[src/inc/rx_queue_params.svh]
// constants for the receive queue water mark and frame count registers
`ifndef RX_QUEUE_PARAMS_SVH
`define RX_QUEUE_PARAMS_SVH
`define LOW_MARK_OFFSET 12'h1B0
`define HIGH_MARK_OFFSET 12'h1B2
`define OVERRUN_MARK_OFFSET 12'h1B4
`define FRAME_COUNT_OFFSET 12'h1B8
`define LOW_MARK_RESET 12'h600
`define HIGH_MARK_RESET 12'h400
`define OVERRUN_MARK_RESET 12'h040
`define FRAME_COUNT_RESET 8'h00
`define MARK_MSB 11
`define COUNT_LSB 8
`define RX_IRQ_BIT 13
`endif

[src/inc/rx_queue_pkg.sv]
// types for the receive queue water mark block
package rx_queue_pkg;
  typedef enum logic [2:0] {
    FLOW_OPEN = 3'b001,
    FLOW_PAUSE = 3'b010,
    FLOW_DROP = 3'b100
  } flow_state_e;
  typedef logic [11:0] mark_t;
endpackage

[src/frame_count_capture.sv]
// latch of pending frame count on receive interrupt acknowledge
`timescale 1ns/1ps
`include "rx_queue_params.svh"
module frame_count_capture #(
  parameter int COUNT_W = 8
) (
  // clock and reset
  input wire logic ref_clk,
  input wire logic nrst,
  // capture request and live count
  input wire logic capture,
  input wire logic [COUNT_W-1:0] live_count,
  // held count
  output logic [COUNT_W-1:0] held_count
);
  typedef struct packed {
    logic [COUNT_W-1:0] count;
  } cap_s;
  cap_s st_reg;
  cap_s st_next;

  always_comb begin
    st_next = st_reg;
    if (capture) begin
      st_next.count = live_count;
    end
  end

  always_ff @(posedge ref_clk or negedge nrst) begin
    if (!nrst) begin
      st_reg <= '0;
    end else begin
      st_reg <= st_next;
    end
  end

  assign held_count = st_reg.count;

  capture_load_a: assert property (@(posedge ref_clk) disable iff (!nrst)
    capture |=> held_count == $past(live_count))
    else $error("frame count not captured");
  count_hold_a: assert property (@(posedge ref_clk) disable iff (!nrst)
    !capture |=> $stable(held_count))
    else $error("frame count changed without capture");
endmodule

[src/rx_queue_flow_watermarks.sv]
// receive queue water marks, flow control and pending frame count
`timescale 1ns/1ps
`include "rx_queue_params.svh"
module rx_queue_flow_watermarks
  import rx_queue_pkg::*;
#(
  parameter int ADDR_W = 12,
  parameter int COUNT_W = 8
) (
  // clock and reset
  input wire logic ref_clk,
  input wire logic nrst,
  // host register port
  input wire logic [ADDR_W-1:0] reg_addr,
  input wire logic reg_wr,
  input wire logic reg_rd,
  input wire logic [15:0] reg_wdata,
  output logic [15:0] reg_rdata,
  // receive queue status
  input wire logic [11:0] free_words,
  input wire logic [COUNT_W-1:0] pending_frame_count,
  input wire logic rx_irq_pending,
  input wire logic irq_status_write,
  input wire logic [15:0] irq_status_wdata,
  // flow control outputs
  output logic rx_flow_pause,
  output logic rx_drop
);
  // -------------------------------------------------------------
  // state
  // -------------------------------------------------------------
  typedef struct packed {
    mark_t low_mark;
    mark_t high_mark;
    mark_t overrun_mark;
    logic [15:0] rdata;
    flow_state_e flow;
  } state_s;
  state_s st_reg;
  state_s st_next;
  logic capture;
  logic [COUNT_W-1:0] held_count;

  function automatic logic hit(input logic [ADDR_W-1:0] a, input logic [11:0] off);
    hit = (a == off[ADDR_W-1:0]);
  endfunction

  // ack of receive interrupt: write one to bit 13 while it is raised
  assign capture = irq_status_write && irq_status_wdata[`RX_IRQ_BIT] && rx_irq_pending;

  frame_count_capture #(
    .COUNT_W(COUNT_W)
  ) u_capture (
    .ref_clk(ref_clk),
    .nrst(nrst),
    .capture(capture),
    .live_count(pending_frame_count),
    .held_count(held_count)
  );

  // -------------------------------------------------------------
  // next state
  // -------------------------------------------------------------
  always_comb begin
    st_next = st_reg;
    if (reg_wr) begin
      if (hit(reg_addr, `LOW_MARK_OFFSET)) begin
        st_next.low_mark = reg_wdata[`MARK_MSB:0];
      end else if (hit(reg_addr, `HIGH_MARK_OFFSET)) begin
        st_next.high_mark = reg_wdata[`MARK_MSB:0];
      end else if (hit(reg_addr, `OVERRUN_MARK_OFFSET)) begin
        st_next.overrun_mark = reg_wdata[`MARK_MSB:0];
      end
    end
    // reserved bits read zero; count field is read only
    st_next.rdata = 16'h0000;
    if (reg_rd) begin
      if (hit(reg_addr, `LOW_MARK_OFFSET)) begin
        st_next.rdata = {4'h0, st_reg.low_mark};
      end else if (hit(reg_addr, `HIGH_MARK_OFFSET)) begin
        st_next.rdata = {4'h0, st_reg.high_mark};
      end else if (hit(reg_addr, `OVERRUN_MARK_OFFSET)) begin
        st_next.rdata = {4'h0, st_reg.overrun_mark};
      end else if (hit(reg_addr, `FRAME_COUNT_OFFSET)) begin
        st_next.rdata = {held_count[7:0], `FRAME_COUNT_RESET};
      end
    end
    // hysteresis: a gap between marks prevents pause chatter
    case (st_reg.flow)
      FLOW_OPEN: begin
        if (free_words < st_reg.overrun_mark) begin
          st_next.flow = FLOW_DROP;
        end else if (free_words < st_reg.high_mark) begin
          st_next.flow = FLOW_PAUSE;
        end
      end
      FLOW_PAUSE: begin
        if (free_words < st_reg.overrun_mark) begin
          st_next.flow = FLOW_DROP;
        end else if (free_words > st_reg.low_mark) begin
          st_next.flow = FLOW_OPEN;
        end
      end
      FLOW_DROP: begin
        if (free_words >= st_reg.overrun_mark) begin
          st_next.flow = (free_words > st_reg.low_mark) ? FLOW_OPEN : FLOW_PAUSE;
        end
      end
      default: begin
        st_next.flow = FLOW_OPEN;
      end
    endcase
  end

  // -------------------------------------------------------------
  // registers
  // -------------------------------------------------------------
  always_ff @(posedge ref_clk or negedge nrst) begin
    if (!nrst) begin
      st_reg.low_mark <= `LOW_MARK_RESET;
      st_reg.high_mark <= `HIGH_MARK_RESET;
      st_reg.overrun_mark <= `OVERRUN_MARK_RESET;
      st_reg.rdata <= 16'h0000;
      st_reg.flow <= FLOW_OPEN;
    end else begin
      st_reg <= st_next;
    end
  end

  assign reg_rdata = st_reg.rdata;
  assign rx_flow_pause = (st_reg.flow != FLOW_OPEN);
  assign rx_drop = (st_reg.flow == FLOW_DROP);

  // -------------------------------------------------------------
  // checks
  // -------------------------------------------------------------
  low_mark_write_a: assert property (@(posedge ref_clk) disable iff (!nrst)
    reg_wr && reg_addr == `LOW_MARK_OFFSET |=> st_reg.low_mark == $past(reg_wdata[11:0]))
    else $error("low mark not written");
  high_mark_write_a: assert property (@(posedge ref_clk) disable iff (!nrst)
    reg_wr && reg_addr == `HIGH_MARK_OFFSET |=> st_reg.high_mark == $past(reg_wdata[11:0]))
    else $error("high mark not written");
  overrun_write_a: assert property (@(posedge ref_clk) disable iff (!nrst)
    reg_wr && reg_addr == `OVERRUN_MARK_OFFSET |=> st_reg.overrun_mark == $past(reg_wdata[11:0]))
    else $error("overrun mark not written");
  count_read_a: assert property (@(posedge ref_clk) disable iff (!nrst)
    reg_rd && reg_addr == `FRAME_COUNT_OFFSET && !capture |=> reg_rdata[15:8] == held_count)
    else $error("frame count readback wrong");
  reserved_zero_a: assert property (@(posedge ref_clk) disable iff (!nrst)
    reg_rd && (reg_addr == `LOW_MARK_OFFSET || reg_addr == `HIGH_MARK_OFFSET
      || reg_addr == `OVERRUN_MARK_OFFSET) |=> reg_rdata[15:12] == 4'h0)
    else $error("mark reserved bits not zero");
  count_low_zero_a: assert property (@(posedge ref_clk) disable iff (!nrst)
    reg_rd && reg_addr == `FRAME_COUNT_OFFSET |=> reg_rdata[7:0] == 8'h00)
    else $error("frame count low byte not zero");
  low_mark_read_a: assert property (@(posedge ref_clk) disable iff (!nrst)
    reg_rd && reg_addr == `LOW_MARK_OFFSET |=> reg_rdata == {4'h0, $past(st_reg.low_mark)})
    else $error("low mark readback wrong");
  high_mark_read_a: assert property (@(posedge ref_clk) disable iff (!nrst)
    reg_rd && reg_addr == `HIGH_MARK_OFFSET |=> reg_rdata == {4'h0, $past(st_reg.high_mark)})
    else $error("high mark readback wrong");
  overrun_read_a: assert property (@(posedge ref_clk) disable iff (!nrst)
    reg_rd && reg_addr == `OVERRUN_MARK_OFFSET |=> reg_rdata == {4'h0, $past(st_reg.overrun_mark)})
    else $error("overrun mark readback wrong");
  // read data is a one-cycle answer; a stale word would be mistaken for a new read
  rdata_idle_a: assert property (@(posedge ref_clk) disable iff (!nrst)
    !reg_rd |=> reg_rdata == 16'h0000)
    else $error("read data not back to zero");
  unmapped_read_a: assert property (@(posedge ref_clk) disable iff (!nrst)
    reg_rd && reg_addr != `LOW_MARK_OFFSET && reg_addr != `HIGH_MARK_OFFSET
      && reg_addr != `OVERRUN_MARK_OFFSET && reg_addr != `FRAME_COUNT_OFFSET
      |=> reg_rdata == 16'h0000)
    else $error("unmapped read not zero");

  // -------------------------------------------------------------
  // flow control checks
  // -------------------------------------------------------------
  pause_entry_a: assert property (@(posedge ref_clk) disable iff (!nrst)
    st_reg.flow == FLOW_OPEN && free_words < st_reg.high_mark |=> rx_flow_pause)
    else $error("pause not raised below high mark");
  pause_release_a: assert property (@(posedge ref_clk) disable iff (!nrst)
    st_reg.flow == FLOW_PAUSE && free_words > st_reg.low_mark && free_words >= st_reg.overrun_mark
      |=> !rx_flow_pause)
    else $error("pause not released above low mark");
  drop_entry_a: assert property (@(posedge ref_clk) disable iff (!nrst)
    free_words < st_reg.overrun_mark |=> rx_drop)
    else $error("drop not raised below overrun mark");
  // drop leaves at once on recovery; pause may still stand for hysteresis
  drop_release_a: assert property (@(posedge ref_clk) disable iff (!nrst)
    st_reg.flow == FLOW_DROP && free_words >= st_reg.overrun_mark |=> !rx_drop)
    else $error("drop not released at overrun mark");

  pause_seen_c: cover property (@(posedge ref_clk) disable iff (!nrst) $rose(rx_flow_pause));
  drop_seen_c: cover property (@(posedge ref_clk) disable iff (!nrst) $rose(rx_drop));
  capture_seen_c: cover property (@(posedge ref_clk) disable iff (!nrst) capture);
  release_seen_c: cover property (@(posedge ref_clk) disable iff (!nrst) $fell(rx_flow_pause));
endmodule

[config.mk]
export PLATFORM = sky130hd
export DESIGN_NAME = rx_queue_flow_watermarks
export DESIGN_NICKNAME = d
export VERILOG_FILES = /design/src/inc/rx_queue_pkg.sv /design/src/frame_count_capture.sv /design/src/rx_queue_flow_watermarks.sv
export VERILOG_INCLUDE_DIRS = /design/src /design/src/inc
export SDC_FILE = /design/constraint.sdc
export NUM_CORES = 1
export LEC_CHECK = 0
export BUFFER_PORTS_ARGS = -buffer_cell sky130_fd_sc_hd__buf_2
export CAP_MARGIN = 20
export CORE_AREA = 8 8 92 94
export CTS_CLUSTER_DIAMETER = 40
export DETAILED_ROUTE_END_ITERATION = 8
export DIE_AREA = 0 0 100 102
export PLACE_DENSITY = 0.82
export SYNTH_ARGS = -nofsm -noshare
export SYNTH_HDL_FRONTEND = slang
export SYNTH_SLANG_ARGS = --single-unit
export TNS_END_PERCENT = 1
[constraint.sdc]
create_clock -name ref_clk -period 2.49 [get_ports ref_clk]
set_input_delay 0.1245 -clock ref_clk [delete_from_list [all_inputs] [get_ports ref_clk]]
set_output_delay 0.1245 -clock ref_clk [all_outputs]
set_load 0.01 [all_outputs]
=== Yosys cells after proc, flatten, opt, wreduce, memory -nomap -nowiden ===
Cells that the tools add are included.

* $lt $le $gt $ge: 4
* Equal/unequal tests: 11
* Multiplexer cells: 12
* Bitwise gates (word level): 2
* Reductions and logical operators: 6

{| class="wikitable"
|+ Operators with widths
! operator !! count
|-
| 16-bit two-way mux || 5
|-
| 12-bit by 9-bit equality test with 1-bit output, second input constant || 4
|-
| 12-bit < comparator || 2
|-
| 3-bit two-way mux || 5
|-
| 12-bit greater-or-equal comparator || 1
|-
| 12-bit greater-than comparator || 1
|-
| 3-bit one-hot mux with 3 select lines || 1
|-
| 3-bit inequality test, second input constant || 2
|-
| 3-bit AND reduction || 2
|-
| 4-bit AND reduction || 1
|-
| 3-bit by 1-bit equality test with 1-bit output, second input constant || 1
|-
| 3-bit by 2-bit equality test with 1-bit output, second input constant || 1
|-
| 3-bit equality test, second input constant || 1
|-
| 3-bit by 1-bit inequality test with 1-bit output, second input constant || 1
|-
| 1-bit logical AND || 2
|-
| 2-bit two-way mux || 1
|-
| 2-bit by 1-bit inequality test with 1-bit output, second input constant || 1
|-
| 1-bit NOT || 2
|-
| 2-bit AND reduction || 1
|}

* Bits in registers: 63
* Input port bits: 70
* Output and inout bits: 18
* Word-level logic and storage cells: 41

=== Longest topological paths before layout ===
Gate-level depths: netlist of run 1.

* Word-level depth: 6
* Depth in mapped cells: 8
* Depth with buffers taken out: 8

=== Cells and area by module ===
A second synthesis of run 1 with hierarchy kept.

* Cell total of the unflattened synthesis: 324
* Area total of the unflattened synthesis: 3664.8 µm²

{| class="wikitable"
|+ By module, submodules not included
! module !! times used !! cells an instance !! area each (µm²) !! sequential area each (µm²)
|-
| rx_queue_flow_watermarks || 1 || 307 || 3333.2 || 1382.6
|-
| frame_count_capture || 1 || 17 || 331.6 || 200.2
|}

=== Worst setup path after synthesis of run 1 ===
Ideal clock, no wire load.

* Kind: register to register
* From: register st_reg[28] in the netlist's numbering
* To: register st_reg[1] in the netlist's numbering
* Setup time: 0.126 ns
* Arrival time: 1.910 ns
* Setup slack: 0.454 ns
* Cell stages (with the launch flop): 9
* Clock period less this slack: 2.036 ns
* Cell sequence: dfrtp_1 -> inv_1 -> ha_1 -> a21o_1 -> a21o_1 -> a211oi_1 -> and2_1 -> o31ai_1 -> o311a_1

* Cells in the longest elaborated chain, start to end: 3
* Elaborated cells between the ends (all ways): 9
* Classes of those cells: 2 x order compare; 3 x eq/ne; 3 x mux; 1 x reduce/logical

{| class="wikitable"
|+ RTL lines
! what !! RTL line !! source
|-
| start, declared || rx_queue_flow_watermarks.sv:39 || <nowiki>state_s st_reg;</nowiki>
|-
| start signal, assigned || rx_queue_flow_watermarks.sv:126 || <nowiki>st_reg <= st_next;</nowiki>
|-
| 12-bit < comparator or 12-bit greater-or-equal comparator (tied branches) || rx_queue_flow_watermarks.sv:91, rx_queue_flow_watermarks.sv:98, rx_queue_flow_watermarks.sv:105 ||
|-
| 3-bit inequality test (no line), or another cell as far along || n/a ||
|-
| 3-bit AND reduction (no line) or 3-bit one-hot mux with 3 select lines (tied branches) || n/a ||
|}

Parallel ways exist; a longest one is shown, timed or not.
A chain may end at the register's enable or synchronous reset.

=== Worst setup path in the final report of run 1 ===
* From: register st_reg[29] in the netlist's numbering
* To: register st_reg[1] in the netlist's numbering

Same word-level chain as after synthesis.

==> results of run 1 <==
cell type report:
type	instances	share of cell area, %
clock buffers	12	3.14
inverters	36	3.14
well taps	99	2.88
repair buffers	87	11.7
flip-flops and latches	63	36.8
clock inverters	4	1.69
multi-input cells	200	40.7
how the worst max path moves through the flow:
| stage | from | end | slack (ns) | depth (start not counted) |
|---|---|---|---|---|
| floorplan | st_reg[28] | st_reg[1] | 0.45 | 8 |
| global placement | reg_addr[9] | st_reg[30] | 0.27 | 7 |
| detailed placement | reg_addr[9] | st_reg[19] | 0.21 | 7 |
| CTS | st_reg[29] | st_reg[1] | 0.22 | 8 |
| global route | st_reg[29] | st_reg[1] | 0.004 | 8 |
| finish | st_reg[29] | st_reg[1] | 0.18 | 8 |
where the power goes:
group          switching, mW  internal (mW)
combinational          0.169          0.152
clock                  0.388          0.563
sequential            0.0264           1.08
layer usage:
layer	part of all wire, %	global-route usage (%)	wire, um
met1	41	19.4	3420
met2	48	29.9	3940
met3	9.0	8.31	742
met4	1.9	6.28	158
met5	0	0	0
critical path, stage by stage (launching register included):
cell and delay, ns:
sky130_fd_sc_hd__dfrtp_1 0.40, sky130_fd_sc_hd__inv_1 0.06, sky130_fd_sc_hd__ha_1 0.30, sky130_fd_sc_hd__nand4_1 0.16, sky130_fd_sc_hd__nor3_1 0.33, sky130_fd_sc_hd__o21ai_0 0.25, sky130_fd_sc_hd__and2_1 0.21, sky130_fd_sc_hd__o31ai_1 0.30
sky130_fd_sc_hd__o311a_1 0.23
logic make-up (layout without fill, tap and decap cells):
logic type                 after synthesis  in the layout
and+or+nand+nor                         65             65
buffers and inverters                   59            139
AOI/OAI and AO/OA                       56             56
muxes                                   44             44
adders and majority gates               35             35
DFF                                     63             63
Yosys cell counts (2+ instances only):
cell and count:
sky130_fd_sc_hd__nand2b_1 2, sky130_fd_sc_hd__nor3_1 3, sky130_fd_sc_hd__inv_1 36, sky130_fd_sc_hd__nand3_1 4, sky130_fd_sc_hd__mux2_1 10, sky130_fd_sc_hd__a21boi_0 5, sky130_fd_sc_hd__o21ai_0 7, sky130_fd_sc_hd__a21o_1 5
sky130_fd_sc_hd__clkbuf_1 2, sky130_fd_sc_hd__and2_1 3, sky130_fd_sc_hd__nand4_1 8, sky130_fd_sc_hd__a31oi_1 2, sky130_fd_sc_hd__buf_6 2, sky130_fd_sc_hd__mux2_4 10, sky130_fd_sc_hd__a222oi_1 8, sky130_fd_sc_hd__dfstp_2 5
sky130_fd_sc_hd__and3_1 5, sky130_fd_sc_hd__a211oi_1 2, sky130_fd_sc_hd__ha_1 35, sky130_fd_sc_hd__nor2b_1 11, sky130_fd_sc_hd__buf_4 17, sky130_fd_sc_hd__buf_2 2, sky130_fd_sc_hd__nor2_1 4, sky130_fd_sc_hd__dfrtp_1 58
sky130_fd_sc_hd__nand2_1 16, sky130_fd_sc_hd__o31ai_1 2, sky130_fd_sc_hd__mux2_2 24, sky130_fd_sc_hd__a21oi_1 13, sky130_fd_sc_hd__a22oi_1 4, sky130_fd_sc_hd__a211o_1 2
what timing repair did:
item / CTS / global route
hold endpoints to repair: 33 / 0
endpoints found under the setup margin: 0 / 0
hold buffers: 9 / 0
==> results list, run 1 <==
- The run finished with clean final reports.
- Between clock sinks in the finished design, the worst skew comes to 0.00641 ns.
- Number of flip-flops in the largest register: 39
* Number of enable flip-flop cells after synthesis: 0
- The synthesized netlist devotes 0% of its cell area to XOR and XNOR gates.
- Hold Vio Cnt, Final: 0
- Counting the buffers created by CTS gives 9.
* Post-route core utilization: 61.0%
- The library cell used most frequently in the layout, excluding fill and tap cells, is sky130_fd_sc_hd__buf_2.
- Initial core utilization: 51.5%
* Via count normalized by instance count: 5.44
- Pre-CTS setup slack: 0.215 ns
* Fraction of synthesized cell area taken by the top area cell type: 39.9%
- Multi-input combinational cell area: 1750 um2
- Antenna Violating Nets Remaining: 0
- The worst register-to-register path has a setup slack of 0.18 ns.
- The cell area that synthesis handed to floorplanning was 3640 um2.
- Max FO, Critical Path: 4
- Max Fclk: 433 MHz
* Synthesized-area fraction occupied by and/or/nand/nor cells: 10.5%
- Class of the tightest hold or removal check: input pin to register
- Share of cell area taken by muxes after synthesis: 14.7%
* Worst-margin pin slew: 0.663 ns
- Max-cap violations in this run came to 0.
- Data arrival time of the worst path: 2.60 ns
* Initial DRC Count: 118
- The worst setup path is launched from a register.
- The number of different library cells used by synthesis comes to 45.
- Relative to the synthesized area, the layout overhead comes to 18.4%.
- Max_slew headroom: 55.8%
* Buffer depth of the longest clock path: 2
- Terminating pin of the worst hold path: st_reg[27]
* R2R depth: 8
* Type of element capturing the critical path: register
* Die X: 100 um
- Clock tree from TritonCTS: yes
- Area share of fa/ha/maj cells after synthesis: 12.0%
- Commonest cells after routing, fill and taps aside: sky130_fd_sc_hd__buf_2, sky130_fd_sc_hd__dfrtp_1, sky130_fd_sc_hd__inv_1
- Setup slack on the critical path of the routed design comes to 0.183 ns.
- Power Dens Cells: 552 nW/um2
* Via total after detailed routing: 2723
* Required time of the critical path: 2.78 ns
* Number of cells on the worst hold path: 2
- Flip-flop and latch area: 1580 um2
* Via count of the first global-routing pass: 2993
- Main combinational cell family by area after synthesis: multiplexers
* Main synth FF type: sky130_fd_sc_hd__dfrtp_1
* CTS sink cnt: 63
- Die area: 10200 um2
* Synth top area cells: sky130_fd_sc_hd__dfrtp_1, sky130_fd_sc_hd__ha_1, sky130_fd_sc_hd__mux2_2
* Leading area contributor after synthesis: sky130_fd_sc_hd__dfrtp_1
- Compound-gate portion of the synthesized area: 10.9%
- Routability Congestion: 0.888
* Count of buffers from port buffering: 68
- Across all hold checks on the routed design, the worst slack comes to 0.0180 ns.
- Setup violations remaining at the end of the flow were counted as 0.
- Half-perimeter wire length after detailed placement: 6360 um
* Endpoint of the lowest-slack register-to-register path: st_reg[1]
* Post-layout instance count excluding filler cells: 501
- # rows: 31
- Worst R2R Start: st_reg[29]
- After the last flow step, the layout net total stands at 502.
- DRC viols: 0
- In this run the cell area measured after placement is 4010 um2.
- The worst path uses 92.7% of the clock period.
* Total wire length after detailed routing: 8260 um
- Number of antenna violations at the first check in global routing: 0
* CTS clk-pin slew, worst paths: 0.07 ns
- Pwr Total: 2.37 mW
- For the final routed database, the setup TNS stands at 0 ns.
- Leakage power figure: 2.09 nW
- For this run, the number of Yosys warnings is 0.
- Minimum clock period: 2.31 ns
- The core region is 7060 um2.
- Counting tap cells, the placed design contains a total of 476 instances.
- Category of the critical setup timing path: register to register
- Global-route wire length before repair: 14100 um
* Antenna cell count: 0
* Share of synthesized registers carrying an async set or reset: 100%
- RSZ-0062 raised after global routing: false
* HP Start: reg_wdata[8]
* Die height: 102 um
- Count of pins over their slew limit: 0
- Router iterations before antenna repair: 4
- Post-CTS repair changed the size of 0 cells.
- The synthesized design contains 63 register bits.
* Cell at the root of the clock tree: sky130_fd_sc_hd__clkbuf_8
- Synthesized Nets: 427
- Global routing used 17.8% of the available tracks across all layers.
- The cell count after synthesis came out at 322.
- Fill cells in the final layout number 586.
- H-tree depth: 3
* Later-pin clock latency in the skew report: 0.35 ns
- After routing the design area is 4310 um2.
* Proportion of synthesized chip area in sequential cells: 43.5%
- A synthesized cell averages 11.3 um2.
* VDD IR-drop max: 0.431 mV
- In this run the post-CTS setup repair buffer count came out at 0.
- Remaining Overflow, GRT: 0
* Maximum number of pins on one net before global-route repair: 30
- Boundary pin count: 88
* Proportion of layout cells with a drive suffix above 1: 34.3%
- Drt wl/cell: 16.5 um
Power figures use the tool's default switching activity.
==> inputs of run 2 (changes only) <==
Settings changed: CORE_AREA 8 8 92 94 to 4 4 88 90, DIE_AREA 0 0 100 102 to 0 0 92 94.
==> run 2 against run 1 <==
Clock skew is 0.0076 ns higher. Global-route usage is 1.7 points higher. Die area is 15% lower. Sequential share of layout area is 0.064 points higher. Flip-flop and latch count stayed put. Utilization is 0.11 points lower. Combinational power is 2% lower. Total power is 1.7% lower. Non-clock buffer count is 4 lower. Critical path type unchanged. Largest power group unchanged.
==> results list, run 2 (synthesized netlist as in run 1, its figures left out) <==
- CTS sink cnt: 63
- IR analysis of the VDD net gives a maximum drop of 0.326 mV.
- Initial DRC Count: 115
* Worst R2R Start: st_reg[53]
- Final period util: 90.8%
- The wire-length estimate of the detail-placed layout is 5730 um.
- Die area: 8650 um2
- Initial core utilization: 51.5%
- For the worst-skew pair, the clock arrives at the later sink with an insertion delay of 0.35 ns.
- Max-cap violation count: 0
* Commonest cells after routing, fill and taps aside: sky130_fd_sc_hd__buf_2, sky130_fd_sc_hd__dfrtp_1, sky130_fd_sc_hd__inv_1
- The routed design uses 713 um of met3 wire.
* H-tree depth: 3
* Routability Congestion: 0.872
* Required time of the critical path: 2.71 ns
- Proportion of layout cells with a drive suffix above 1: 34.9%
- Remaining Overflow, GRT: 0
* R2R depth: 7
- After detailed routing, the wire length on met1 is 3210 um.
* Via count normalized by instance count: 5.27
* Maximum number of pins on one net before global-route repair: 64
- For flop-to-flop paths, the worst setup slack is 0.23 ns.
- Clock tree from TritonCTS: yes
* Category of the critical setup timing path: register to register
- Worst clock skew on the final layout: 0.0140 ns
* Endpoint of the lowest-slack register-to-register path: st_reg[1]
- For the worst setup path, the data arrival time is 2.48 ns.
- Adding up every negative setup slack in the final design gives 0 ns.
- The number of pins with negative max-slew slack in the final report was 0.
* Number of antenna violations at the first check in global routing: 0
- Setup Viol. Count Final: 0
- In this run the worst path has a maximum fanout of 3.
- Leakage power figure: 2.09 nW
- In the final routed layout, each cell accounts on average for 15.7 um.
- Layout Area Growth over Synthesis: 18.2%
- Type of element capturing the critical path: register
- For hold timing, the worst endpoint is st_reg[27].
- In this run the deepest clock path goes through 2 buffers.
* Top routing layer in use: met4
- Clock buffers created by TritonCTS: 9
* Antenna Violating Nets Remaining: 0
- Worst-margin pin slew: 0.656 ns
- The worst setup path is launched from a register.
* Die X: 92 um
- Global-route wire length before repair: 13200 um
- The tree is rooted in a sky130_fd_sc_hd__clkbuf_8.
- CTS clk-pin slew, worst paths: 0.07 ns
* Boundary pin count: 88
- For the finished layout, the period the worst path requires is 2.26 ns.
* CORE AREA: 7060 um2
- Post-placement cell area: 3990 um2
- Max Fclk: 442 MHz
- Die height: 94 um
- Met2 routed WL: 3800 um
- The run finished with clean final reports.
* DRC viols: 0
- Before antenna repair, the detailed router went through 5 iterations.
* Antenna cell count: 0
* RSZ-0062 raised after global routing: false
- Detailed routing inserted a total of 2620 vias.
* Post-route standard cell area excluding fillers: 4300 um2
* HP Start: reg_wdata[8]
* Number of cells on the worst hold path: 2
- Total wire length after detailed routing: 7790 um
* Hold Vio Cnt, Final: 0
* Power Dens Cells: 543 nW/um2
* Via count of the first global-routing pass: 2869
* Net count reported at finish: 498
- Count of buffers from port buffering: 68
- Total track usage: 19.5%
- The register with the most flip-flops in the layout has 39 of them.
* Class of the tightest hold or removal check: input pin to register
- The initialized floorplan defines 31 standard-cell rows.
* Post-CTS Setup Bufs: 0
- Most frequent standard cell in the layout excluding fill and tap cells: sky130_fd_sc_hd__buf_2
* Max_slew headroom: 56.2%
run 2: changes by cell type in the layout (fill, tap and decap cells not counted), sizes merged:
cell    delta
bufinv     -1
clkbuf     -1
clkinv     +2
buf        -4
run 2: cell type report:
class | instances | area [um2]
clock buffers | 11 | 151
clock inverters | 5 | 56.3
fillers | 585 | 2760
inverters | 36 | 135
multi-input cells | 200 | 1760
flip-flops and latches | 63 | 1580
well taps | 99 | 124
repair buffers | 83 | 488
run 2: worst max-delay path by stage:
stage	from	end	slack, ns	cells after the start
after CTS	st_reg[28]	st_reg[1]	0.21	8
after global placement	reg_addr[9]	st_reg[19]	0.26	7
after detailed placement	reg_addr[9]	st_reg[19]	0.21	7
after floorplan	st_reg[28]	st_reg[1]	0.45	8
after global routing	st_reg[30]	st_reg[1]	0.05	8
final	st_reg[53]	st_reg[1]	0.23	7
run 2: through the flow:
stage	hold slack, ns	power [mW]	std cells	util (%)	worst slack [ns]
detailed placement	0.160	1.42	472	56.5	0.215
global route	0.0158	2.44	497	60.9	0.0529
floorplan	-0.171	1.29	322	-	0.454
global placement	0.157	1.41	472	56.5	0.261
finish	0.0235	2.33	497	60.9	0.230
CTS	0.00425	2.36	497	60.7	0.215
run 2: critical path: stages, from the launching register on:
cell                      delay [ns]
sky130_fd_sc_hd__dfstp_2        0.53
sky130_fd_sc_hd__inv_1          0.05
sky130_fd_sc_hd__ha_1           0.31
sky130_fd_sc_hd__nand4_1        0.18
sky130_fd_sc_hd__a211o_1        0.32
sky130_fd_sc_hd__a31oi_1        0.24
sky130_fd_sc_hd__o31ai_1        0.13
sky130_fd_sc_hd__o311a_1        0.36
run 2: layer usage:
layer / track usage, % / vias up
met5: 0 / -
met4: 4.08 / 0
met3: 7.29 / 6
met2: 33.4 / 105
met1: 23.7 / 1231
li1: - / 1278
run 2: power breakdown:
part	internal (mW)	switching, mW
registers	1.08	0.0258
clock network	0.514	0.406
logic	0.151	0.161
total	1.74	0.593
run 2: timing repair:
action	4_1_cts	5_1_grt
resized for setup	0	2
hold buffers	9	0
hold endpoints to repair	66	0
setup endpoints to repair	0	2
==> inputs of run 3 (changes only) <==
Settings changed: PLACE_DENSITY 0.82 to 0.83.
==> run 3 against run 2 <==
Count of clock-buffer cells in the layout increased by 1. Final cell count decreased by 0.40%. Utilization decreased by 0.28 points. Register-to-register slack got worse by 0.02 ns. Cell area decreased by 0.47%. First-iteration DRC count increased by 55%.
==> results list, run 3 (synthesized netlist as in run 1, its figures left out) <==
- HP Start: pending_frame_count[3]
- Number of flip-flops in the largest register: 39
* Nature of the critical path startpoint: register
* Router iterations before antenna repair: 5
- Cell at the root of the clock tree: sky130_fd_sc_hd__clkbuf_8
* VDD IR-drop max: 0.457 mV
- Die X: 92 um
* Net count reported at finish: 496
- In this run the tool buffered the top-level ports with 68 buffer cells.
- The congestion estimate from routability-driven global placement came to 0.915.
* Via total after detailed routing: 2696
* Accumulated negative setup slack: 0 ns
- Commonest cells after routing, fill and taps aside: sky130_fd_sc_hd__buf_2, sky130_fd_sc_hd__dfrtp_1, sky130_fd_sc_hd__inv_1
* Pwr Total: 2.39 mW
* CTS clk-pin slew, worst paths: 0.07 ns
* CTS sink cnt: 63
- Die area: 8650 um2
- Later-pin clock latency in the skew report: 0.35 ns
- Remaining Overflow, GRT: 0
- Required time of the critical path: 2.71 ns
* Maximum number of pins on one net before global-route repair: 64
* Worst R2R Start: st_reg[28]
- Category of the critical setup timing path: register to register
- The number of pins with negative max-slew slack in the final report was 0.
- Min setup slack post-route: 0.210 ns
- Across all hold checks on the routed design, the worst slack comes to 0.0218 ns.
- Proportion of layout cells with a drive suffix above 1: 34.6%
- The first global-routing pass estimated 13600 um of wire.
- Measured against its own limit, the worst slew margin works out to 66.9%.
* Power Dens Cells: 558 nW/um2
- 88 I/O pins were placed.
- Number of antenna violations at the first check in global routing: 0
- In the final routed layout, each cell accounts on average for 16.2 um.
* Initial core utilization: 51.5%
- Setup repair after global routing left no endpoint under its margin.
* CP startpoint: st_reg[28]
- The floorplan step set the die height to 94 um.
* Final period util: 91.6%
* Most frequent standard cell in the layout excluding fill and tap cells: sky130_fd_sc_hd__buf_2
* Leakage power figure: 2.08 nW
- Buffer depth of the longest clock path: 2
- Initial DRC Count: 178
* Clock buffers created by TritonCTS: 9
- Via count of the first global-routing pass: 2890
* Max-cap violation count: 0
- After layout, the minimum clock period comes to 2.28 ns.
- Class of the tightest hold or removal check: input pin to register
- The HPWL after detailed placement is 5920 um.
- Once detail routing completed, the nets flagged for antenna violations numbered 0.
- After filler insertion, the fill cell instance count of the layout stands at 590.
* Worst clock skew on the final layout: 0.0125 ns
- Result of the run: complete, no violations
- Setup Viol. Count Final: 0
- Total wire length after detailed routing: 8020 um
- Relative to the synthesized area, the layout overhead comes to 17.7%.
- For the pin with the worst max-slew slack, the measured transition is 0.493 ns.
* Via count normalized by instance count: 5.45
* Clock tree from TritonCTS: yes
- Post-placement cell area: 4000 um2
* Max FO, Critical Path: 4
* Max Fclk: 439 MHz
* Data arrival time of the worst path: 2.50 ns
- Global routing consumed, over all layers together, 20.3% of the routing resources.
- DRC viols: 0
- CORE AREA: 7060 um2
- Type of element capturing the critical path: register
- The number of endpoints with negative hold slack in the final report came to 0.
* Post-route standard cell area excluding fillers: 4280 um2
* Antenna cell count: 0
- The floorplan has 31 rows.
- Timing analysis after detailed placement gives a worst setup slack of 0.220 ns.
- H-tree depth: 3
==> run 3: cell count changes in the layout (fill, tap and decap cells not counted) <==
cell / before / now
sky130_fd_sc_hd__dlygate4sd3_1: 9 / 6
sky130_fd_sc_hd__clkbuf_1: 0 / 2
sky130_fd_sc_hd__a211oi_1: 1 / 2
sky130_fd_sc_hd__a211oi_2: 1 / 0
sky130_fd_sc_hd__buf_4: 5 / 6
sky130_fd_sc_hd__bufinv_16: 1 / 2
sky130_fd_sc_hd__clkbuf_8: 11 / 10
sky130_fd_sc_hd__clkinv_4: 1 / 0
sky130_fd_sc_hd__clkinvlp_4: 1 / 0
==> run 3: cell type report <==
type                       count  area (um2)  share of cell area (%)
multi-input combinational    200        1760                    41.0
sequential                    63        1580                    37.0
timing repair buffer          81         465                    10.9
clock buffer                  12         145                    3.39
inverter                      36         135                    3.16
tap                           99         124                    2.90
clock inverter                 4        70.1                    1.64
==> run 3: worst paths after layout <==
path                       slack [ns]  cells after the start                      end
max in group asynchronous        1.83                      3               st_reg[52]
min                              0.02                      2  u_capture.held_count[3]
min reg2reg                      0.50                      1  u_capture.held_count[5]
max reg2reg                      0.21                      8                st_reg[1]
max                              0.21                      8                st_reg[1]
min in group asynchronous        0.34                      3               st_reg[38]
==> run 3: routing by layer <==
layer  track usage [%]  share of wire [%]  vias up
li1                  -                  -     1273
met1              23.6                 41     1309
met2              34.9                 50      101
met3              7.69                7.8       13
met4              6.19                1.3        0
met5                 0                  0        -
==> run 3: worst max-delay path, cell delays in order (launching register included) <==
cell	delay, ns
sky130_fd_sc_hd__dfrtp_1	0.38
sky130_fd_sc_hd__inv_1	0.05
sky130_fd_sc_hd__ha_1	0.28
sky130_fd_sc_hd__a21o_1	0.16
sky130_fd_sc_hd__a21o_1	0.17
sky130_fd_sc_hd__a211oi_1	0.46
sky130_fd_sc_hd__and2_1	0.22
sky130_fd_sc_hd__o31ai_1	0.09
sky130_fd_sc_hd__o311a_1	0.35
==> run 3: stage by stage <==
| step | instances | util (%) |
|---|---|---|
| 3_5_place_dp | 473 | 56.6 |
| 6_report | 495 | 60.6 |
| 3_3_place_gp | 473 | 56.6 |
| 5_1_grt | 495 | 60.6 |
| 2_1_floorplan | 322 | - |
| 4_1_cts | 495 | 60.5 |
==> run 3: power breakdown <==
part	switching (mW)	total, mW	internal (mW)
Sequential	0.0254	1.10	1.08
Clock	0.387	0.975	0.588
Combinational	0.163	0.312	0.148
Total	0.575	2.39	1.81
==> run 3: what timing repair did <==
item | 4_1_cts | 5_1_grt
buffers inserted | 0 | 0
resized for setup | 0 | 1
endpoints found under the hold margin | 63 | 0
setup endpoints to repair | 0 | 1
hold buffers | 6 | 0
